**src/hw/dclc_params.svh**
```systemverilog
// offsets, fields, reset values and timing counts of the code latch control block
`ifndef DCLC_PARAMS_SVH
`define DCLC_PARAMS_SVH

// register byte addresses (one aligned word each)
`define DCLC_ADDR_CMD     12'h000
`define DCLC_ADDR_START   12'h004
`define DCLC_ADDR_STATUS  12'h008
`define DCLC_ADDR_PENDING 12'h00C
`define DCLC_ADDR_LATCH   12'h010
`define DCLC_ADDR_RETURN  12'h014
`define DCLC_ADDR_CONFIG  12'h018
`define DCLC_ADDR_W       12

// command word layout
`define DCLC_CMD_OP_HI    31
`define DCLC_CMD_OP_LO    28
`define DCLC_CMD_DATA_HI  11
`define DCLC_CMD_DATA_LO  0

// command opcodes
`define DCLC_OP_CODE      4'h0
`define DCLC_OP_LOAD      4'h1
`define DCLC_OP_CODE_LOAD 4'h2
`define DCLC_OP_RETURN    4'h3
`define DCLC_OP_CONFIG    4'h4
`define DCLC_OP_REF       4'h5
`define DCLC_OP_POWER     4'h6
`define DCLC_OP_SOFTWARE_CLEAR_CMD  4'h7
`define DCLC_OP_SOFTWARE_RESET_CMD  4'h8
`define DCLC_OP_HOLD      4'h9

// status bits
`define DCLC_ST_AUX_LEVEL 0
`define DCLC_ST_HELD      1
`define DCLC_ST_GATED     2
`define DCLC_ST_ACKED     3
`define DCLC_ST_CAL_BUSY  4
`define DCLC_ST_CLEARING  5

// config readback fields
`define DCLC_CFG_AUX_LO   0
`define DCLC_CFG_REF_LO   2
`define DCLC_CFG_PD_LO    4
`define DCLC_CFG_HOLD     6

// reset values
`define DCLC_RST_CODE     12'h000
`define DCLC_RST_REF      2'h0
`define DCLC_RST_PD       2'h0

// calibration time after power-up
`define DCLC_CAL_TIME_US  200
`define DCLC_CLK_MHZ      100
`define DCLC_CAL_CNT_W    16

`endif

```
**src/hw/dclc_pkg.sv**
```systemverilog
// types of the code latch control block
package dclc_pkg;

  // auxiliary input modes; clear mode is the reset default
  typedef enum logic [1:0] {
    DCLC_AUX_CLEAR,
    DCLC_AUX_HOLD,
    DCLC_AUX_OFF
  } dclc_aux_mode_t;

  // reference selection: external, then the three internal values
  typedef enum logic [1:0] {
    DCLC_REF_EXT,
    DCLC_REF_2V048,
    DCLC_REF_2V500,
    DCLC_REF_4V096
  } dclc_ref_t;

  typedef enum logic [1:0] {
    DCLC_BUS_IDLE,
    DCLC_BUS_WAIT,
    DCLC_BUS_RESP
  } dclc_bus_t;

  typedef struct packed {
    logic [1:0] aux_sync;
    logic [1:0] load_sync;
    logic [11:0] pending;
    logic [11:0] latch;
    logic [11:0] retval;
    logic [11:0] out_code;
    dclc_aux_mode_t aux_mode;
    dclc_ref_t ref_sel;
    logic [1:0] pd_mode;
    logic sw_hold;
    logic gated;
    logic acked;
    logic [15:0] cal_cnt;
    dclc_bus_t bus;
    logic wr;
    logic [11:0] addr;
    logic [31:0] rdata;
  } dclc_state_t;

endpackage

```
**src/hw/dclc_core.sv**
```systemverilog
// code latch control core with an AHB-Lite register slave
// Notes on behaviour
// - latch width follows 8, 10 or 12 bits
// - power-on reset sets latch to zero code
// - command selects config or code registers
// - code and code-load commands write pending
// - latch from code-load, load command, strobe
// - power-down keeps pending and latch values
// - commands still act during power-down
// - software clear loads both with default
// - software reset restores defaults, zeroes codes
// - reference select: three internal or external
// - reference defaults to external after reset
// - config sets aux clear, hold or off
// - clear mode low forces default codes
// - clear during sequence ignores gated commands
// - gated ignored commands lose their acknowledge
// - reads during clear complete normally
// - gating lifts at start after release
// - status shows aux level and hold
// - hold drives default, restores latch after
// - writes proceed normally while held
// - readback returns stored values while held
// - strobe low copies pending into latch
// - strobe low updates on every code command
// - commands ignored during power-up calibration
//
// Our own choices: the AHB-Lite register port and the register offsets.
`include "dclc_params.svh"

module dclc_core #(
  parameter int RES = 12,
  parameter int CAL_CYCLES = `DCLC_CAL_TIME_US * `DCLC_CLK_MHZ
) (
  input wire logic hclk,
  input wire logic hresetn,
  input wire logic hsel,
  input wire logic [31:0] haddr,
  input wire logic [1:0] htrans,
  input wire logic hwrite,
  input wire logic [2:0] hsize,
  input wire logic [31:0] hwdata,
  input wire logic hready,
  output logic hreadyout,
  output logic hresp,
  output logic [31:0] hrdata,
  input wire logic aux_n,
  input wire logic load_strobe_n,
  output logic [RES-1:0] dac_code,
  output logic [1:0] ref_select,
  output logic [1:0] power_down_mode
);

  initial begin
    if (RES != 8 && RES != 10 && RES != 12) begin
      $error("dclc_core: RES must be 8, 10 or 12");
    end
    if (CAL_CYCLES < 1 || CAL_CYCLES >= (1 << `DCLC_CAL_CNT_W)) begin
      $error("dclc_core: CAL_CYCLES out of range");
    end
  end

  localparam logic [11:0] CODE_MASK = 12'(((1 << RES) - 1));
  localparam logic [15:0] CAL_LAST = 16'(CAL_CYCLES - 1);

  dclc_pkg::dclc_state_t r;
  dclc_pkg::dclc_state_t next_r;

  // only RES bits of a code are kept; upper bits read as zero
  function automatic logic [11:0] fit_code(input logic [31:0] w);
    fit_code = w[`DCLC_CMD_DATA_HI:`DCLC_CMD_DATA_LO] & CODE_MASK;
  endfunction

  function automatic logic is_gated_op(input logic [3:0] op);
    is_gated_op = (op == `DCLC_OP_CODE) || (op == `DCLC_OP_LOAD) ||
                  (op == `DCLC_OP_CODE_LOAD) || (op == `DCLC_OP_RETURN);
  endfunction

  logic aux_low;
  logic load_low;
  logic clearing;
  logic held;
  logic cal_busy;
  logic addr_take;
  logic do_write;
  logic [3:0] op;
  logic [11:0] cmd_code;
  logic cmd_ok;

  always_comb begin
    next_r = r;
    // second stage is the only reader of the first
    next_r.aux_sync = {r.aux_sync[0], aux_n};
    next_r.load_sync = {r.load_sync[0], load_strobe_n};
    aux_low = ~r.aux_sync[1];
    load_low = ~r.load_sync[1];
    clearing = aux_low && (r.aux_mode == dclc_pkg::DCLC_AUX_CLEAR);
    cal_busy = (r.cal_cnt != CAL_LAST);
    addr_take = hsel && htrans[1] && hready;
    do_write = (r.bus == dclc_pkg::DCLC_BUS_WAIT) && r.wr;
    op = hwdata[`DCLC_CMD_OP_HI:`DCLC_CMD_OP_LO];
    cmd_code = fit_code(hwdata);
    cmd_ok = 1'b0;

    if (cal_busy) begin
      next_r.cal_cnt = r.cal_cnt + 16'h0001;
    end

    // gating is sticky while clear is seen
    if (clearing) begin
      next_r.gated = 1'b1;
    end

    // register writes land in the data phase
    if (do_write && !cal_busy) begin
      if (r.addr == `DCLC_ADDR_START) begin
        // gating lifts only once clear is gone
        if (!clearing) begin
          next_r.gated = 1'b0;
        end
      end else if (r.addr == `DCLC_ADDR_CMD) begin
        cmd_ok = !(is_gated_op(op) && (r.gated || clearing));
        next_r.acked = cmd_ok;
        if (cmd_ok) begin
          case (op)
            `DCLC_OP_CODE: begin
              next_r.pending = cmd_code;
            end
            `DCLC_OP_LOAD: begin
              next_r.latch = r.pending;
            end
            `DCLC_OP_CODE_LOAD: begin
              next_r.pending = cmd_code;
              next_r.latch = cmd_code;
            end
            `DCLC_OP_RETURN: begin
              next_r.retval = cmd_code;
            end
            `DCLC_OP_CONFIG: begin
              if (hwdata[1:0] <= 2'h2) begin
                next_r.aux_mode = dclc_pkg::dclc_aux_mode_t'(hwdata[1:0]);
              end
            end
            `DCLC_OP_REF: begin
              next_r.ref_sel = dclc_pkg::dclc_ref_t'(hwdata[1:0]);
            end
            `DCLC_OP_POWER: begin
              next_r.pd_mode = hwdata[1:0];
            end
            `DCLC_OP_SOFTWARE_CLEAR_CMD: begin
              next_r.pending = r.retval;
              next_r.latch = r.retval;
            end
            `DCLC_OP_SOFTWARE_RESET_CMD: begin
              next_r.pending = `DCLC_RST_CODE;
              next_r.latch = `DCLC_RST_CODE;
              next_r.retval = `DCLC_RST_CODE;
              next_r.aux_mode = dclc_pkg::DCLC_AUX_CLEAR;
              next_r.ref_sel = dclc_pkg::DCLC_REF_EXT;
              next_r.pd_mode = `DCLC_RST_PD;
              next_r.sw_hold = 1'b0;
            end
            `DCLC_OP_HOLD: begin
              next_r.sw_hold = hwdata[0];
            end
            default: begin
              next_r.acked = 1'b0;
            end
          endcase
        end
      end else if (r.addr == `DCLC_ADDR_RETURN) begin
        // direct write of the default value is gated like its command
        if (!(r.gated || clearing)) begin
          next_r.retval = fit_code(hwdata);
        end
      end
    end

    // strobe low copies pending, level sensitive
    // so every code command reaches the latch
    if (load_low) begin
      next_r.latch = next_r.pending;
    end

    // clear forces both codes, beats every write
    if (clearing) begin
      next_r.pending = next_r.retval;
      next_r.latch = next_r.retval;
    end

    // hold shows default without touching latch
    held = r.sw_hold || (aux_low && (next_r.aux_mode == dclc_pkg::DCLC_AUX_HOLD));
    next_r.out_code = held ? next_r.retval : next_r.latch;

    // bus: one wait state so read data comes from a flop
    case (r.bus)
      dclc_pkg::DCLC_BUS_IDLE: begin
        if (addr_take) begin
          next_r.bus = dclc_pkg::DCLC_BUS_WAIT;
          next_r.wr = hwrite;
          next_r.addr = haddr[`DCLC_ADDR_W-1:0];
        end
      end
      dclc_pkg::DCLC_BUS_WAIT: begin
        next_r.bus = dclc_pkg::DCLC_BUS_RESP;
        next_r.rdata = 32'h0000_0000;
        if (!r.wr) begin
          if (r.addr == `DCLC_ADDR_STATUS) begin
            next_r.rdata[`DCLC_ST_AUX_LEVEL] = r.aux_sync[1];
            next_r.rdata[`DCLC_ST_HELD] = held;
            next_r.rdata[`DCLC_ST_GATED] = r.gated;
            next_r.rdata[`DCLC_ST_ACKED] = r.acked;
            next_r.rdata[`DCLC_ST_CAL_BUSY] = cal_busy;
            next_r.rdata[`DCLC_ST_CLEARING] = clearing;
          end else if (r.addr == `DCLC_ADDR_PENDING) begin
            next_r.rdata[11:0] = r.pending;
          end else if (r.addr == `DCLC_ADDR_LATCH) begin
            next_r.rdata[11:0] = r.latch;
          end else if (r.addr == `DCLC_ADDR_RETURN) begin
            next_r.rdata[11:0] = r.retval;
          end else if (r.addr == `DCLC_ADDR_CONFIG) begin
            next_r.rdata[`DCLC_CFG_AUX_LO+1:`DCLC_CFG_AUX_LO] = r.aux_mode;
            next_r.rdata[`DCLC_CFG_REF_LO+1:`DCLC_CFG_REF_LO] = r.ref_sel;
            next_r.rdata[`DCLC_CFG_PD_LO+1:`DCLC_CFG_PD_LO] = r.pd_mode;
            next_r.rdata[`DCLC_CFG_HOLD] = r.sw_hold;
          end
        end
      end
      dclc_pkg::DCLC_BUS_RESP: begin
        // a new address phase may overlap this response cycle
        if (addr_take) begin
          next_r.bus = dclc_pkg::DCLC_BUS_WAIT;
          next_r.wr = hwrite;
          next_r.addr = haddr[`DCLC_ADDR_W-1:0];
        end else begin
          next_r.bus = dclc_pkg::DCLC_BUS_IDLE;
        end
      end
      default: begin
        next_r.bus = dclc_pkg::DCLC_BUS_IDLE;
      end
    endcase
  end

  // power-on puts every code at zero
  always_ff @(posedge hclk or negedge hresetn) begin
    if (!hresetn) begin
      r <= '0;
      // synchronisers start at the idle pin level, so no false clear or strobe follows reset
      r.aux_sync <= 2'b11;
      r.load_sync <= 2'b11;
    end else begin
      r <= next_r;
    end
  end

  assign hreadyout = (r.bus != dclc_pkg::DCLC_BUS_WAIT);
  assign hresp = 1'b0;
  assign hrdata = r.rdata;
  assign dac_code = r.out_code[RES-1:0];
  assign ref_select = r.ref_sel;
  assign power_down_mode = r.pd_mode;

endmodule // dclc_core

```
**config.mk**
```make
export PLATFORM = sky130hd
export DESIGN_NAME = dclc_core
export DESIGN_NICKNAME = d
export VERILOG_FILES = /design/src/hw/dclc_pkg.sv /design/src/hw/dclc_core.sv
export VERILOG_INCLUDE_DIRS = /design/src /design/src/hw
export SDC_FILE = /design/constraint.sdc
export NUM_CORES = 1
export LEC_CHECK = 0
export ABC_AREA = 1
export BUFFER_PORTS_ARGS = -buffer_cell sky130_fd_sc_hd__buf_4
export CAP_MARGIN = 20
export CORE_MARGIN = 2
export CORE_UTILIZATION = 51
export CTS_CLUSTER_DIAMETER = 30
export DETAILED_ROUTE_END_ITERATION = 12
export GPL_ROUTABILITY_DRIVEN = 1
export GPL_TIMING_DRIVEN = 0
export PLACE_DENSITY = 0.82
export SYNTH_ARGS = -nofsm -noshare
export SYNTH_HDL_FRONTEND = slang
export SYNTH_SLANG_ARGS = --single-unit
```
**constraint.sdc**
```tcl
create_clock -name hclk -period 3 [get_ports hclk]
set_clock_uncertainty 0.15 [all_clocks]
set_input_delay 0.15 -clock hclk [delete_from_list [all_inputs] [get_ports hclk]]
set_output_delay 0.15 -clock hclk [all_outputs]
set_load 0.005 [all_outputs]
```
==> results of run 1 <==
## cell type report
type	count	share of cell area, %
buffer	77	6.68
clock buffer	10	3.05
clock inverter	6	0.943
inverter	108	5.18
multi-input combinational	569	38.0
sequential	104	33.3
tap	172	2.75
timing repair buffer	93	10.1
## power by group through the flow
stage	Clock (mW)	Combinational, mW	Sequential [mW]
global route	1.32	0.375	1.47
detailed placement	0	0.300	1.49
global placement	0	0.292	1.49
floorplan	0	0.173	1.49
finish	1.23	0.335	1.47
CTS	1.25	0.330	1.47
## cell usage in the layout, fill, tap and decap left out, types with 2 or more instances in the layout
cell type / n
o21ai_0: 50
nand2_4: 20
o221ai_1: 4
o211ai_1: 7
clkinvlp_4: 2
nor2_8: 2
inv_1: 98
nor2_2: 6
dlygate4sd3_1: 28
a21oi_1: 14
xor2_1: 15
inv_2: 9
nand4_1: 43
clkbuf_16: 9
buf_6: 3
nand3_2: 11
dfrtp_1: 100
dfstp_2: 4
o22ai_1: 3
o31ai_1: 2
nor2_4: 4
nand3_1: 67
nor3_1: 6
buf_4: 118
nor2_1: 69
nand2_1: 193
nand2_2: 19
buf_2: 7
inv_6: 2
nand3_4: 2
conb_1: 21
clkbuf_1: 13
## cells by family (layout without fill, tap and decap cells)
group / after synthesis / count (layout) / share of synthesized area (%)
other cells: 1 / 21 / 0.0582
buf+inv: 185 / 294 / 14.4
mux: 1 / 1 / 0.175
simple gates: 447 / 447 / 35.2
compound gates: 84 / 84 / 7.42
flops: 104 / 104 / 40.5
xor+xnor: 15 / 15 / 2.04
fa+ha+maj: 1 / 1 / 0.194
## critical path, delay by kind of cell (launching register included)
family	cells	cell delay [ps]
compound gates	1	140
buf+inv	2	270
flops	1	570
simple gates	11	1170
## stage by stage
step | std cells | hold slack [ps] | power [mW] | util (%)
4_1_cts | 1139 | 22.7 | 3.05 | 62.8
6_report | 1139 | 31.2 | 3.03 | 62.8
2_1_floorplan | 858 | -296 | 1.66 | -
5_1_grt | 1139 | 75.1 | 3.16 | 62.8
3_5_place_dp | 1095 | 43.0 | 1.79 | 58.1
3_3_place_gp | 1094 | 111 | 1.78 | 57.8
## path summary, 6_finish.rpt
| check | slack, ps | cells after the start | startpoint | end |
|---|---|---|---|---|
| max | 550 | 14 | r[123] | dac_code[11] |
| min | 30 | 4 | hwdata[29] | r[65] |
| max reg2reg | 550 | 14 | r[123] | dac_code[11] |
| min reg2reg | 210 | 0 | next_r[123] | r[123] |
| max in group asynchronous | 1790 | 3 | hresetn | r[123] |
| min in group asynchronous | 190 | 2 | hresetn | dac_code[2] |
## state kept, by name, summed over array words and instances (netlist names)
signal and count:
ref_select 2, r 74, hrdata 12, dac_code 12
next_r 2, power_down_mode 2
## layer usage
layer | vias up | track usage (%) | wire, µm
met2 | 239 | 45.5 | 8390
met3 | 26 | 6.38 | 1450
li1 | 2859 | - | -
met1 | 2765 | 36.5 | 7280
met4 | 0 | 8.17 | 342
met5 | - | 0 | 0
==> out/metrics.cfg, run 1 <==
[synthesis]
yosysTopAreaCell=dfrtp_1
synth_top_cell_area_share_pct=38.9
synth_most_common_cell=nand2_1
ys_seq_elements=104
synth-main-ff-cell=dfrtp_1
synth_edf_count=0
synth_commonest_cells=nand2_1 (193), dfrtp_1 (100), inv_1 (98), nor2_1 (69), nand3_1 (67)
synth_cell_types=40
syn_area_um2=6440
synth_area_leaders=dfrtp_1 (39%), nand2_1 (11%), buf_4 (6.3%)
yosysWarnings=0
syn_area_per_cell_um2=7.68
seq_area_frac_synth_pct=40.5
syn_inst=838
synthArstFlopShare_pct=100

[clocking]
postCtsResizedCells=0
cts_sinks=104
post_cts_buffers=0
cts_buffers=9
cts_tree=built
clock_tree.buffer_depth=2
clockRootBuffer=clkbuf_16
cts_hold_buf=28
clk_pin_slew_ps=70
htreeDepth=3
clock_latency_ps=360

[drt]
drt-total-wl_mm=17.5
routedWlPerCell_um=15.3
drc=0
final_antenna_net_count=0
first_iter_violations=600
viasPerCell=5.17
drt_first_pass_iters=5
vias=5889

[timing]
max_freq_mhz=408
hold_viol=0
setup_ws_ps=547
finalCriticalPeriod_ps=2450
worstMarginPinSlew_ps=602
rsz0062_at_grt=no
maxSlewViolCount=0
fin_crit_sh_pct=81.8
finalSetupViolCount=0
fin_tns_setup_ps=0
timing.slew.headroom_pct=59.9

[power_and_ir_drop]
clock_power_share_pct=40.5
internal-power_mw=2.26
power.density_nw_per_um2=387
combPwrFrac_pct=11.1
switching_power_mw=0.775
ir_drop_v=0.000368
power_frac_seq_pct=48.5
switching_share_pct=25.6
power.leakage_nw=4.08

[place]
place_ws_ps=578
portBuffers=64
finalWeightedCongestion=0.974
dpl.hpwl_mm=12.8
placed_area_um2=7240

[die]
ios=126
die_y_um=116
core-area_um2=12500
die_area_um2=13500
initial_core_util_pct=51.7
std_cell_rows=41
die_w_um=116

[final_layout]
fin_nets=1039
multi_input_area_um2=2980
regArea_um2=2610
nFillCells=1126
design_area_um2=7830
antennaDiodeCount=0
drive_above_1_share_pct=23.5
synthToLayoutAreaGrowth_pct=21.6

[grt]
grt_first_pass_wirelength_mm=28.2
grt_usage_pct=27.6
grt_overflow=0
grt_max_degree=61
antenna_found_initial=0
grt_pass1_vias=5593

[critical_path]
cp_slowest_cell=dfstp_2
required_ps=3080
cp-start-kind=flop
path_max_fanout=10
worstSetupPathType=flop to flop
endpoint_kind=flop
crit_chain=inv_1 > nand2_2 > nand2_1 > nand2_1 > o21ai_0 > nand2_1 > nand3_2 > buf_6 > nand2_4 > nand2_4 > nand2_2 > nand3_2 > nand2_1 > nand2_1
slowest_delay_ps=570
worst_ep_arrival_time_ps=2530
cp_common_cell=nand2_1

[outcome]
status=completed

[min_path]
hp-class=input port to flop

[run]
cap_violations=0

No activity file was read; power rests on OpenSTA's default activity.
==> run 2, diff against run 1 <==
==> constraint.sdc (replaced) <==
create_clock -name hclk -period 2.3 [get_ports hclk]
set_clock_uncertainty 0.15 [all_clocks]
set_input_delay 0.115 -clock hclk [delete_from_list [all_inputs] [get_ports hclk]]
set_output_delay 0.115 -clock hclk [all_outputs]
set_load 0.005 [all_outputs]
==> run 2 against run 1 <==
Worst hold slack got worse by 7.9 ps. Clock power grew 30%. Highest routed layer unchanged. Final cell count is 0.79% higher. Wire length increased by 3.7%. Sequential share of layout area is 0.93 points lower. Largest power group unchanged. Worst setup slack got worse by 490 ps. Via count up 1.7%. Critical path type unchanged. Maximum frequency is 9.4% higher. Critical endpoint unchanged. Global-route usage is 0.055 points higher. Power is 32% higher. Register-to-register slack worse by 490 ps. Core utilization is 1.8 points higher.
==> out/metrics.cfg, run 2 (synthesized netlist as in run 1, its figures left out) <==
[timing]
setup_ws_ps=58.7
hold_viol=0
max_freq_mhz=446
finalSetupViolCount=0
fin_crit_sh_pct=97.4
worstMarginPinSlew_ps=617
finalCriticalPeriod_ps=2240
rsz0062_at_grt=yes
maxSlewViolCount=0
timing.slew.headroom_pct=58.9

[place]
dpl.hpwl_mm=12.8
place_ws_ps=-122
portBuffers=64
finalWeightedCongestion=0.974
dp.cells=1095

[power_and_ir_drop]
power.leakage_nw=4.18
power.density_nw_per_um2=495
switching_share_pct=26.0
clock_power_share_pct=40.2
internal-power_mw=2.95
power_frac_seq_pct=48.1
combPwrFrac_pct=11.7
ir_drop_v=0.000474
switching_power_mw=1.04

[grt]
grt_usage_pct=27.6
grt_first_pass_wirelength_mm=28.2
antenna_found_initial=0
grt_overflow=0
grt_max_degree=61
grt_pass1_vias=5599

[min_path]
hp-class=input port to flop
hold_path_startpoint=hwdata[31]
min_to=r[63]
whs_path_depth=4

[final_layout]
final_common_cell=nand2_1
largest_register_ff_count=74
drive_above_1_share_pct=25.9
synthToLayoutAreaGrowth_pct=25.1
antennaDiodeCount=0
fin_nets=1048
regArea_um2=2610
nFillCells=1089
multi_input_area_um2=3080
layout_common_cells=nand2_1 (190), buf_4 (125), dfrtp_1 (100), inv_1 (97), nand3_1 (66)
stdcell_count=1148
largest_register=r

[drt]
wl_met1_mm=7.47
vias=5989
route.met2.wl_mm=8.77
viasPerCell=5.22
drt-total-wl_mm=18.1
route.met3.wl_mm=1.52
final_antenna_net_count=0
routedWlPerCell_um=15.8
drc=0
top_layer_used=met4
first_iter_violations=679
drt_first_pass_iters=5

[die]
core-area_um2=12500
initial_core_util_pct=51.7
die_area_um2=13500
die_y_um=116
ios=126
std_cell_rows=41
die_w_um=116

[clocking]
clock_tree.buffer_depth=2
cts_tree=built
cts_sinks=104
htreeDepth=3
clk_pin_slew_ps=70
cts_buffers=9
clockRootBuffer=clkbuf_16
clock_latency_ps=360

[critical_path]
slowest_delay_ps=590
cp-start-kind=flop
path_max_fanout=6
critPathTopFamily=simple AND/OR/NAND/NOR gates
r2r_start=r[123]
cp_slowest_cell=dfstp_2
r2r_slack_ps=60
endpoint_kind=flop
startpoint=r[123]
r2r_cells=14
crit_chain=inv_1 > nand2_4 > nand2_4 > nand2_4 > o21ai_0 > nand2_1 > nand3_4 > buf_12 > nand2_4 > nand2_4 > nand2_2 > nand3_2 > nand2_1 > nand2_1
cp_common_cell=nand2_4
required_ps=2380
r2r_end=dac_code[11]
worstSetupPathType=flop to flop
worst_ep_arrival_time_ps=2320
crit_buf_inv=2

[outcome]
status=completed

[run]
cap_violations=0

run 2: changes by cell type in the layout (fill, tap and decap cells not counted), sizes merged:
cell,delta
buf,+7
clkbuf,+1
clkinvlp,+1
dlygate4sd3,+1
clkinv,-1
run 2: how the worst max path moves through the flow:
stage                        end  slack, ps  cells after the start
floorplan            dac_code[8]        380                     14
global placement    dac_code[11]       -140                     14
detailed placement  dac_code[11]       -120                     14
CTS                 dac_code[11]        0.5                     11
global route        dac_code[11]        -50                     13
finish              dac_code[11]         60                     14
run 2: cell type report:
type	count	share of cell area, %
Sequential cell	104	32.4
Clock buffer	10	2.97
Buffer	77	6.88
Tap cell	172	2.67
Inverter	108	5.08
Timing Repair Buffer	102	10.9
Multi-Input combinational cell	569	38.3
Clock inverter	6	0.916
run 2: stage by stage:
stage / TNS (ps) / total power [mW] / hold WS [ps] / area (µm²) / utilization, %
2_1_floorplan: 0 / 2.16 / -331 / 6520 / -
3_3_place_gp: -1010 / 2.33 / 75.9 / 7210 / 57.8
3_5_place_dp: -856 / 2.34 / 8.00 / 7240 / 58.1
4_1_cts: 0 / 3.98 / 7.77 / 7860 / 63.0
5_1_grt: -173 / 4.16 / 54.0 / 8060 / 64.6
6_report: 0 / 3.99 / 23.2 / 8060 / 64.6
run 2: metal layers:
metal / vias up / track usage [%]
met5: - / 0
li1: 2876 / -
met3: 32 / 6.12
met1: 2830 / 36.7
met4: 0 / 8.89
met2: 251 / 45.3
run 2: worst min-delay path, cell delays in order:
cell and delay [ps]:
buf_4 130, a21oi_1 50, a21oi_1 110, o21ai_0 90
run 2: power groups by stage:
stage          clock network [mW]  logic (mW)  registers, mW
5_1_grt                      1.72       0.517           1.92
4_1_cts                      1.64       0.433           1.91
3_5_place_dp                    0       0.392           1.95
3_3_place_gp                    0       0.381           1.94
2_1_floorplan                   0       0.225           1.94
6_report                     1.60       0.467           1.92
run 2: repair_timing:
item                                    4_1_cts  5_1_grt
hold endpoints to repair                     72        0
endpoints found under the setup margin       14       44
setup buffers                                 0        7
hold buffers                                 29        0
gates cloned                                  0        1
resized for setup                             5       37
pin swaps                                     0        5
==> run 3, diff against run 2 <==
--- a/config.mk
+++ b/config.mk
@@ -7,8 +7,10 @@
 export NUM_CORES = 1
 export LEC_CHECK = 0
 export ABC_AREA = 1
+export ABC_CLOCK_PERIOD_IN_PS = 2300
 export BUFFER_PORTS_ARGS = -buffer_cell sky130_fd_sc_hd__buf_4
 export CAP_MARGIN = 20
+export CORE_ASPECT_RATIO = 0.9
 export CORE_MARGIN = 2
 export CORE_UTILIZATION = 51
 export CTS_CLUSTER_DIAMETER = 30
==> run 3 against run 2 <==
Sequential share of layout area decreased by 0.075 points. Wire length increased by 1.6%. Critical path depth decreased by 4. Die area about the same. Power increased by 2.4%. Core utilization increased by 1.7 points. Count of clock-buffer cells in the layout decreased by 1. Sequential cell count unchanged. Register-to-register slack about the same.
==> out/metrics.cfg, run 3 (synthesized netlist as in run 1, its figures left out) <==
[critical_path]
worst_ep_arrival_time_ps=2320
r2r_slack_ps=60
cp-start-kind=flop
path_max_fanout=10
r2r_start=r[123]
r2r_end=dac_code[1]
worstSetupPathType=flop to flop
required_ps=2380
endpoint_kind=flop
r2r_cells=10

[final_layout]
stdcell_count=1139
layout_common_cells=nand2_1 (188), buf_4 (124), dfrtp_1 (100), inv_1 (96), nand3_1 (64)
largest_register_ff_count=74
final_common_cell=nand2_1
drive_above_1_share_pct=27.0
synthToLayoutAreaGrowth_pct=25.4
fin_nets=1050
largest_register=r

[place]
dpl.hpwl_mm=12.3
portBuffers=64
dp.cells=1083
finalWeightedCongestion=1.01

[power_and_ir_drop]
ir_drop_v=0.000402
switching_share_pct=25.9
internal-power_mw=3.03
power.leakage_nw=4.17
switching_power_mw=1.06
combPwrFrac_pct=12.1
power.density_nw_per_um2=506
power_frac_seq_pct=47.0
clock_power_share_pct=40.9

[grt]
grt_first_pass_wirelength_mm=28.8
grt_usage_pct=27.6
grt_max_degree=55
grt_pass1_vias=5732
antenna_found_initial=1
grt_overflow=0

[die]
std_cell_rows=38
initial_core_util_pct=52.9
die_y_um=111
core-area_um2=12200
ios=126
die_area_um2=13500
die_w_um=122

[timing]
finalCriticalPeriod_ps=2240
finalSetupViolCount=0
fin_crit_sh_pct=97.6
rsz0062_at_grt=yes
max_freq_mhz=446
timing.slew.headroom_pct=52.0
hold_viol=0
hold_ws_ps=41.6
worstMarginPinSlew_ps=720
maxSlewViolCount=0

[clocking]
cts_tree=built
clk_pin_slew_ps=70
cts_buffers=9
clock_tree.buffer_depth=2
cts_sinks=104
htreeDepth=3
clock_latency_ps=370
clockRootBuffer=clkbuf_16

[drt]
routedWlPerCell_um=16.2
drc=0
final_antenna_net_count=0
vias=6117
first_iter_violations=839
drt_first_pass_iters=6
viasPerCell=5.37
drt-total-wl_mm=18.4

[min_path]
whs_path_depth=4
min_to=r[41]
hold_path_startpoint=hready
hp-class=input port to flop

[outcome]
status=completed

[run]
cap_violations=0

-- run 3: worst max-delay path by stage --
stage,startpoint,to,slack [ps]
2_1_floorplan,r[123],dac_code[8],380
3_3_place_gp,r[123],dac_code[1],-70
3_5_place_dp,r[123],dac_code[6],-70
4_1_cts,r[41],dac_code[6],0.2
5_1_grt,r[32],dac_code[1],-50
6_report,r[123],dac_code[1],60
-- run 3: layout make-up --
class,count,area [µm²]
clock buffers,9,225
multi-input cells,569,3090
well taps,160,200
diodes,1,2.50
repair buffers,104,888
flip-flops and latches,104,2610
plain buffers,77,554
inverters,108,409
clock inverters,7,96.3
fillers,1022,4100
-- run 3: what timing repair did --
action / CTS / global route
setup buffers: 0 / 9
cloned: 0 / 0
pin swaps: 0 / 6
setup endpoints to repair: 25 / 37
hold buffers: 30 / 0
endpoints found under the hold margin: 78 / 0
gates resized for setup: 11 / 38
-- run 3: routing by layer --
metal  global-route usage, %  part of all wire [%]
met5                       0                     0
met4                    7.89                   2.7
met3                    9.04                    12
met2                    42.2                    45
met1                    37.3                    40
-- run 3: power by group through the flow --
stage / clock network (mW) / registers, mW / logic, mW
after floorplan: 0 / 1.94 / 0.225
after global placement: 0 / 1.95 / 0.382
after detailed placement: 0 / 1.95 / 0.393
after CTS: 1.68 / 1.91 / 0.437
after global routing: 1.77 / 1.92 / 0.543
final: 1.67 / 1.92 / 0.495
-- run 3: critical path: stages, from the launching register on --
cell and delay (ps):
dfstp_2 600, inv_1 90, nand2_4 60, nand2_2 80, nand2_2 110, buf_1 450, nand4_1 190, nand3_1 130
nand3_1 100, nand2_1 70, nand2_1 90
-- run 3: per-stage QoR --
stage / utilization [%] / setup TNS, ps / instance area, µm² / worst slack, ps / power (mW)
floorplan: - / 0 / 6520 / 381 / 2.16
global placement: 59.1 / -189 / 7200 / -73.8 / 2.33
detailed placement: 59.3 / -333 / 7220 / -69.1 / 2.34
CTS: 64.7 / 0 / 7880 / 0.188 / 4.03
global route: 66.3 / -132 / 8070 / -49.4 / 4.24
finish: 66.3 / 0 / 8080 / 55.7 / 4.09
